[src/fifo_if_pkg.sv]
// constants, types and state encoding for the command fifo interface
`default_nettype none
package fifo_if_pkg;
   // ***********************************
   // status register field positions
   // ***********************************
   localparam int STS_VALID_BIT     = 7;
   localparam int CMD_READY_BIT     = 6;
   localparam int EXECUTE_BIT       = 5;
   localparam int RESP_AVAIL_BIT    = 4;
   localparam int EXPECT_BIT        = 3;
   localparam int SELF_TEST_BIT     = 2;
   localparam int RESP_RETRY_BIT    = 1;
   // ***********************************
   // data and sizing constants
   // ***********************************
   localparam logic [7:0] EMPTY_READ_VALUE = 8'h00_FF;
   localparam int         MIN_CMD_BYTES    = 10;
   localparam int         LEN_FIRST_BYTE   = 2;
   localparam int         LEN_LAST_BYTE    = 5;
   localparam int         CLK_PERIOD_NS    = 5;
   localparam int         READY_TIMEOUT_NS = 2000;
   localparam int         READY_TIMEOUT_CYC = READY_TIMEOUT_NS / CLK_PERIOD_NS;
   localparam logic [7:0] STS_RESET        = 8'h0000;

   typedef enum logic [2:0] {
      ST_IDLE,
      ST_READY,
      ST_RECEPTION,
      ST_EXECUTION,
      ST_COMPLETION
   } if_state_t;

   // one bus access from the host side
   typedef struct packed {
      logic       wr;
      logic       rd;
      logic       sel_data;   // 1 data port, 0 status register
      logic [7:0] wdata;
   } bus_req_t;
endpackage : fifo_if_pkg
`default_nettype wire

[src/byte_store.sv]
// byte store indexed by a pointer, used for the command and response buffers
`default_nettype none
module byte_store
   import fifo_if_pkg::*;
#(
   parameter int DEPTH = 64,
   parameter int AW    = $clog2(DEPTH)
)(
   input  wire logic          ref_clk,
   input  wire logic          we,
   input  wire logic [AW-1:0] waddr,
   input  wire logic [7:0]    wdata,
   input  wire logic [AW-1:0] raddr,
   output logic      [7:0]    rdata
);
   logic [7:0] mem_reg [DEPTH];

   // write port
   always_ff @(posedge ref_clk)
   begin
      if (we)
      begin
         mem_reg[waddr] <= wdata;
      end
   end

   assign rdata = mem_reg[raddr];
endmodule : byte_store
`default_nettype wire

[src/fifo_status_ctrl.sv]
// status and data fifo control of the command interface
`default_nettype none
module fifo_status_ctrl
   import fifo_if_pkg::*;
#(
   parameter int DEPTH = 64,
   parameter int AW    = $clog2(DEPTH)
)(
   input  wire logic       ref_clk,
   input  wire logic       rst,
   input  wire bus_req_t   bus_req,
   output logic            bus_wait,
   output logic [7:0]      bus_rdata,
   output logic            bus_rvalid,
   output logic            exec_start,
   input  wire logic       exec_done,
   input  wire logic       exec_abort_ack,
   output logic            exec_abort,
   output logic [AW-1:0]   cmd_len,
   input  wire logic       resp_we,
   input  wire logic [7:0] resp_wdata,
   input  wire logic       self_test_complete,
   output logic            state_ready
);
   // ***********************************
   // state and storage
   // ***********************************
   if_state_t     state_reg, state_next;
   logic [AW:0]   cmd_cnt_reg;
   logic [AW:0]   cmd_need_reg;
   logic [AW:0]   resp_wr_reg;
   logic [AW:0]   resp_rd_reg;
   logic          resp_avail_reg;
   logic          self_test_reg;
   logic          sts_valid_reg;
   logic          bus_wait_reg;
   logic [7:0]    bus_rdata_reg;
   logic          bus_rvalid_reg;
   logic          exec_start_reg;
   logic          exec_abort_reg;
   logic          state_ready_reg;
   logic [7:0]    cmd_rdata;
   logic [7:0]    resp_rdata;
   logic [15:0]   len_hi_reg;
   logic [$clog2(READY_TIMEOUT_CYC+1)-1:0] rdy_tmr_reg;

   // ***********************************
   // access decode
   // ***********************************
   wire sts_wr     = bus_req.wr && !bus_req.sel_data;
   wire sts_rd     = bus_req.rd && !bus_req.sel_data;
   wire data_wr    = bus_req.wr && bus_req.sel_data;
   wire data_rd    = bus_req.rd && bus_req.sel_data;
   wire wr_ready   = sts_wr && bus_req.wdata[CMD_READY_BIT];
   wire wr_exec    = sts_wr && bus_req.wdata[EXECUTE_BIT];
   wire wr_retry   = sts_wr && bus_req.wdata[RESP_RETRY_BIT];
   wire in_recv    = (state_reg == ST_RECEPTION);
   wire in_ready   = (state_reg == ST_READY);
   wire in_comp    = (state_reg == ST_COMPLETION);
   wire cmd_full   = (cmd_cnt_reg == (AW+1)'(DEPTH));
   wire cmd_accept = data_wr && (in_ready || in_recv) && !cmd_full;
   wire resp_have  = (resp_rd_reg != resp_wr_reg);
   wire resp_pop   = data_rd && in_comp && resp_avail_reg;
   wire fifos_empty = (cmd_cnt_reg == '0) && !resp_have;
   wire expect_on  = in_recv && (cmd_cnt_reg < cmd_need_reg);
   // a data write to a full command fifo in ready or reception is not stored and raises bus_wait the next cycle
   wire stall      = data_wr && (in_ready || in_recv) && cmd_full;
   wire abort_req  = wr_ready && (in_recv || state_reg == ST_EXECUTION);
   wire ready_tmo  = (rdy_tmr_reg == '0);

   // status byte as read: write-only bits read back zero
   wire [7:0] sts_byte = (8'(sts_valid_reg) << STS_VALID_BIT)
                       | (8'(in_ready) << CMD_READY_BIT)
                       | (8'(resp_avail_reg) << RESP_AVAIL_BIT)
                       | (8'(expect_on) << EXPECT_BIT)
                       | (8'(self_test_reg) << SELF_TEST_BIT);

   // data read returns all ones when nothing is available
   wire [7:0] data_byte = (resp_avail_reg) ? resp_rdata : EMPTY_READ_VALUE;

   // ***********************************
   // command and response buffers
   // ***********************************
   byte_store #(.DEPTH(DEPTH), .AW(AW)) cmd_store (
      .ref_clk (ref_clk),
      .we      (cmd_accept),
      .waddr   (cmd_cnt_reg[AW-1:0]),
      .wdata   (bus_req.wdata),
      .raddr   (AW'(0)),
      .rdata   (cmd_rdata)
   );

   byte_store #(.DEPTH(DEPTH), .AW(AW)) resp_store (
      .ref_clk (ref_clk),
      .we      (resp_we && state_reg == ST_EXECUTION),
      .waddr   (resp_wr_reg[AW-1:0]),
      .wdata   (resp_wdata),
      .raddr   (resp_rd_reg[AW-1:0]),
      .rdata   (resp_rdata)
   );

   // ***********************************
   // state machine
   // ***********************************
   always_comb
   begin
      state_next = state_reg;
      unique case (state_reg)
         ST_IDLE:
            if (wr_ready && fifos_empty)
               state_next = ST_READY;
         ST_READY:
            if (cmd_accept)
               state_next = ST_RECEPTION;
         ST_RECEPTION:
            if (abort_req)
               state_next = ST_IDLE;
            else if (wr_exec && !expect_on)
               state_next = ST_EXECUTION;
         ST_EXECUTION:
            if (abort_req || exec_abort_reg)
               state_next = exec_abort_ack ? ST_IDLE : ST_EXECUTION;
            else if (exec_done)
               state_next = ST_COMPLETION;
         ST_COMPLETION:
            if (wr_ready)
               state_next = ST_IDLE;
      endcase
      // idle heads to ready once the fifos are flushed, on a ready write or while the ready-entry window is open, else stays idle
      if (state_reg == ST_IDLE && rdy_tmr_reg != '0 && fifos_empty && !wr_ready)
         state_next = ST_READY;
   end

   // state register and ready-entry window
   always_ff @(posedge ref_clk)
   begin
      if (rst)
      begin
         state_reg       <= ST_IDLE;
         state_ready_reg <= 1'b0;
         rdy_tmr_reg     <= '0;
      end
      else
      begin
         state_reg       <= state_next;
         state_ready_reg <= (state_next == ST_READY);
         if (wr_ready && (in_comp || state_reg == ST_IDLE))
            rdy_tmr_reg <= ($bits(rdy_tmr_reg))'(READY_TIMEOUT_CYC);
         // window closes once ready is reached or on abort, so a later idle stays idle
         else if (abort_req || in_ready)
            rdy_tmr_reg <= '0;
         else if (!ready_tmo)
            rdy_tmr_reg <= rdy_tmr_reg - 1'b1;
      end
   end

   // ***********************************
   // command fifo count and length
   // ***********************************
   always_ff @(posedge ref_clk)
   begin
      if (rst || abort_req || (wr_ready && in_comp))
      begin
         cmd_cnt_reg  <= '0;
         cmd_need_reg <= (AW+1)'(MIN_CMD_BYTES);
         len_hi_reg   <= '0;
      end
      else if (cmd_accept)
      begin
         cmd_cnt_reg <= cmd_cnt_reg + 1'b1;
         // length field sits big-endian in the header
         if (cmd_cnt_reg >= (AW+1)'(LEN_FIRST_BYTE) && cmd_cnt_reg < (AW+1)'(LEN_LAST_BYTE))
            len_hi_reg <= {len_hi_reg[7:0], bus_req.wdata};
         else if (cmd_cnt_reg == (AW+1)'(LEN_LAST_BYTE))
         begin
            if ({len_hi_reg, bus_req.wdata} > 24'(MIN_CMD_BYTES))
               cmd_need_reg <= ({len_hi_reg, bus_req.wdata} > 24'(DEPTH))
                             ? (AW+1)'(DEPTH) : (AW+1)'({len_hi_reg, bus_req.wdata});
         end
      end
   end

   // ***********************************
   // response pointers and availability
   // ***********************************
   always_ff @(posedge ref_clk)
   begin
      if (rst || (wr_ready && (in_comp || state_reg == ST_IDLE)) || abort_req)
      begin
         resp_wr_reg    <= '0;
         resp_rd_reg    <= '0;
         resp_avail_reg <= 1'b0;
      end
      else
      begin
         if (resp_we && state_reg == ST_EXECUTION)
            resp_wr_reg <= resp_wr_reg + 1'b1;
         if (wr_retry && in_comp)
         begin
            resp_rd_reg    <= '0;
            resp_avail_reg <= (resp_wr_reg != '0);
         end
         else if (resp_pop)
         begin
            resp_rd_reg    <= resp_rd_reg + 1'b1;
            resp_avail_reg <= (resp_rd_reg + 1'b1 != resp_wr_reg);
         end
         else
            resp_avail_reg <= in_comp && resp_have;
      end
   end

   // ***********************************
   // flags, execution handshake and bus answer
   // ***********************************
   always_ff @(posedge ref_clk)
   begin
      if (rst)
      begin
         self_test_reg  <= 1'b0;
         sts_valid_reg  <= 1'b0;
         exec_start_reg <= 1'b0;
         exec_abort_reg <= 1'b0;
         bus_wait_reg   <= 1'b0;
         bus_rvalid_reg <= 1'b0;
         bus_rdata_reg  <= STS_RESET;
      end
      else
      begin
         // set by completion only; host writes cannot touch it
         self_test_reg  <= self_test_reg | self_test_complete;
         // flags settle one cycle after any access to the block
         sts_valid_reg  <= !(bus_req.wr || bus_req.rd);
         exec_start_reg <= in_recv && wr_exec && !expect_on;
         if (state_reg == ST_EXECUTION && abort_req)
            exec_abort_reg <= 1'b1;
         else if (exec_abort_ack || state_reg != ST_EXECUTION)
            exec_abort_reg <= 1'b0;
         bus_wait_reg   <= stall;
         bus_rvalid_reg <= sts_rd || data_rd;
         if (sts_rd)
            bus_rdata_reg <= sts_byte;
         else if (data_rd)
            bus_rdata_reg <= data_byte;
      end
   end

   assign bus_wait    = bus_wait_reg;
   assign bus_rdata   = bus_rdata_reg;
   assign bus_rvalid  = bus_rvalid_reg;
   assign exec_start  = exec_start_reg;
   assign exec_abort  = exec_abort_reg;
   assign cmd_len     = cmd_need_reg[AW-1:0];
   assign state_ready = state_ready_reg;
endmodule : fifo_status_ctrl
`default_nettype wire
[config.mk]
export PLATFORM = sky130hd
export DESIGN_NAME = fifo_status_ctrl
export DESIGN_NICKNAME = d
export VERILOG_FILES = /design/src/fifo_if_pkg.sv /design/src/byte_store.sv /design/src/fifo_status_ctrl.sv
export SDC_FILE = /design/constraint.sdc
export NUM_CORES = 1
export LEC_CHECK = 0
export ABC_CLOCK_PERIOD_IN_PS = 3050
export CORE_MARGIN = 1.5
export CORE_UTILIZATION = 63
export DETAILED_ROUTE_END_ITERATION = 7
export DONT_BUFFER_PORTS = 1
export PLACE_DENSITY = 0.83
export SLEW_MARGIN = 20
export SYNTH_ARGS = -nofsm -noshare
export SYNTH_HDL_FRONTEND = slang
export SYNTH_SLANG_ARGS = --single-unit
[constraint.sdc]
create_clock -name ref_clk -period 3.05 [get_ports ref_clk]
set_input_delay 0.305 -clock ref_clk [delete_from_list [all_inputs] [get_ports ref_clk]]
set_output_delay 0.305 -clock ref_clk [all_outputs]
set_load 0.1 [all_outputs]
==> summary.txt <==
Status
  – Outcome: complete, no violations

Timing
  – Worst-margin pin slew: 0.961 ns
  – Max Fclk: 356 MHz
  – Final setup viols: 0
  – Slew Viols, Final: 0
  – Fin Setup TNS: 0 ns
  – Skew final: 0.0211 ns
  – RSZ-0062 raised after global routing: false
  – Final min period: 2.81 ns
  – Final worst-path cycle share: 92.1%
  – Final hold vios: 0
  – Max-Slew Margin vs Limit: 35.9%

Detailed routing
  – Total Wirelength: 60.2 mm
  – Post-route ant nets: 0
  – Routed length per placed instance: 28.6 um
  – First-iteration detailed-routing DRC count: 2038
  – Pre-antenna DRT Iters: 6
  – Via density: 6.75
  – Via count: 14.2k
  – DRC viols: 0

Worst setup path
  – Crit end category: flip-flop
  – Worst Path Arrival: 3.27 ns
  – Crit path required time: 3.51 ns
  – Critical path startpoint category: flip-flop
  – Largest fanout on the critical path: 16
  – Worst Setup Path Type: flip-flop to flip-flop
  – R2r setup slk: 0.24 ns

Pwr
  – Pwr/cell area: 610 nW/um^2
  – Sequential share of power: 54.1%
  – Total power draw: 16.6 mW
  – Switching power: 3.66 mW
  – Switching share of total power: 22.0%
  – Internal Dissipation: 12.9 mW
  – VDD IR-drop max: 0.000484 V
  – Clk pwr share: 39.8%
  – Combinational cell fraction of total power: 6.0%
  – LEAKAGE: 8.71 nW

Placed design
  – Post-placement cell count: 1982
  – Final GP Congestion: 0.923
  – Port Buffers: 0
  – Post-DP HPWL: 35.9 mm

Finish
  – Finished Core Util: 72.4%
  – Finished Layout Cells: 2103
  – Layout cells sized above 1: 20.5%
  – Max reg flops: 512
  – # diodes: 0
  – Area growth from synthesis to layout: 13.2%
  – Commonest non-fill, non-tap cells in the layout: edfxtp_1 (512), nor2_1 (140), mux4_2 (105), buf_4 (100), dfxtp_1 (75)
  – Most common cell after layout, fill and taps aside: edfxtp_1
  – Final Net Count: 1592

CTS
  – CTS tree: done
  – Worst skew pair latency: 0.61 ns
  – Total clock buffers created by CTS: 55
  – Buffers from clock root to sink, at most: 3
  – CTS H-tree lvls: 2
  – CTS Sinks: 590
  – Root Driver: clkbuf_16
  – Worst-path clk slew: 0.06 ns

Die
  – Ports: 44
  – DIE HEIGHT: 198 um
  – Initial core utilization: 63.9%
  – Die width: 198 um
  – Rows: 71
  – Full die area: 39300 um^2
  – Core area: 37600 um^2

Global routing
  – Initial antenna violation count: 0
  – Number of global-route vias before repair: 14.2k
  – GRT overflow: 0
  – Total Routing Usage GR: 31.4%
  – Largest net degree at the start of global routing: 65
  – First-pass GRT wire length: 89.1 mm

Logic synthesis
  – Post-Syn Area: 24000 um^2
  – Async SR Flop Fraction: 0%
  – Post-synth EDFFs: 512
  – Avg Inst Size Synth: 16.6 um^2
  – Synth Area in XOR/XNOR: 1.17%
  – Adder-cell area share of the yosys netlist: 0.729%
  – Synthesized net count: 1487
  – Sequential-to-total area share from yosys stat: 70.5%
  – Simple-gate portion of the synthesized area: 7.53%
  – Top FF cell, synth: edfxtp_1
  – Yosys cell types: 75
  – Synth Area in Compound Gates: 4.71%
  – Largest family of logic cells by synthesized area: multiplexers
  – Register bit count reported by yosys: 590
  – Synth warn: 0
  – Mux cell area share after synthesis: 13.2%
  – Cells after Synth: 1448

Min path
  – Hold crit path type: input port to flip-flop
  – Hold path start: rst

Flow run
  – Max-cap violations: 0
synthesized netlist by cell type (14+ instances only):
cell type  number  area, um^2
buf_2          19        95.1
dfxtp_1        78        1560
inv_1          21        78.8
a211oi_1       16         120
ha_1           14         175
a21oi_1        48         240
nor2_1        140         526
nand3_1        17        85.1
mux2i_1        65         651
buf_4          21         158
nand2_1        64         240
nor2b_1        27         169
o21ai_0        24         120
edfxtp_1      512       15400
mux4_2        105        2360
xnor2_1        21         184
clkbuf_1       28         105
per-stage QoR:
step	hold WS [ns]	area (um^2)	setup WS (ns)
final	0.0262	27200	0.240
after global routing	0.0227	27200	0.103
after CTS	0.00240	27200	0.157
after detailed placement	0.381	25100	0.306
after global placement	0.381	25100	0.375
after floorplan	0.384	24000	0.863
timing repair:
action,4_1_cts,5_1_grt
buffers inserted,0,1
endpoints found under the hold margin,546,0
endpoints found under the setup margin,0,1
hold buffers,24,0
gates resized for setup,0,0
power by group through the flow:
stage / registers, mW / clock network (mW) / logic (mW)
4_1_cts: 8.98 / 6.66 / 0.981
5_1_grt: 8.99 / 6.95 / 1.09
3_3_place_gp: 9.15 / 0 / 0.769
6_report: 8.99 / 6.61 / 1.00
3_5_place_dp: 9.15 / 0 / 0.792
2_1_floorplan: 9.17 / 0 / 0.614
area by class of cell:
class                           instances  area (um^2)
Multi-Input combinational cell        754         6570
Tap cell                              511          639
Sequential cell                       590        16900
Inverter                               21         78.8
Clock inverter                         26          218
Fill cell                            2130        10400
Timing Repair Buffer                  131         1270
Clock buffer                           70         1490
cells by family (layout without fill, tap and decap cells):
kind of cell / after synthesis / after routing
XOR/XNOR: 32 / 32
multiplexers: 183 / 183
buffers and inverters: 104 / 248
flip-flops: 590 / 590
AND/OR/NAND/NOR: 359 / 359
adder cells (fa/ha/maj): 14 / 14
AO/OA/AOI/OAI: 166 / 166
metal layers:
metal	track usage, %	part of all wire, %
met5	0	0
met4	12.6	4.0
met3	8.33	12
met2	51.0	49
met1	40.7	35
path summary, 6_finish.rpt:
| check | endpoint | cells after the start |
|---|---|---|
| setup / recovery | bus_rdata[7]$_SDFFE_PP0P_ | 6 |
| setup reg to reg | bus_rdata[7]$_SDFFE_PP0P_ | 6 |
| hold / removal | rdy_tmr_reg[0]$_SDFFE_PP0N_ | 2 |
| hold reg to reg | len_hi_reg[8]$_SDFFE_PP0P_ | 2 |
critical path, stage by stage (launching register included):
cell and delay, ns:
dfxtp_4 0.62, buf_4 0.35, mux4_2 0.54, mux2i_1 0.16
o21ai_0 0.15, a221oi_1 0.68, a311oi_1 0.13
Note: power is estimated with default switching activity, not from simulation.
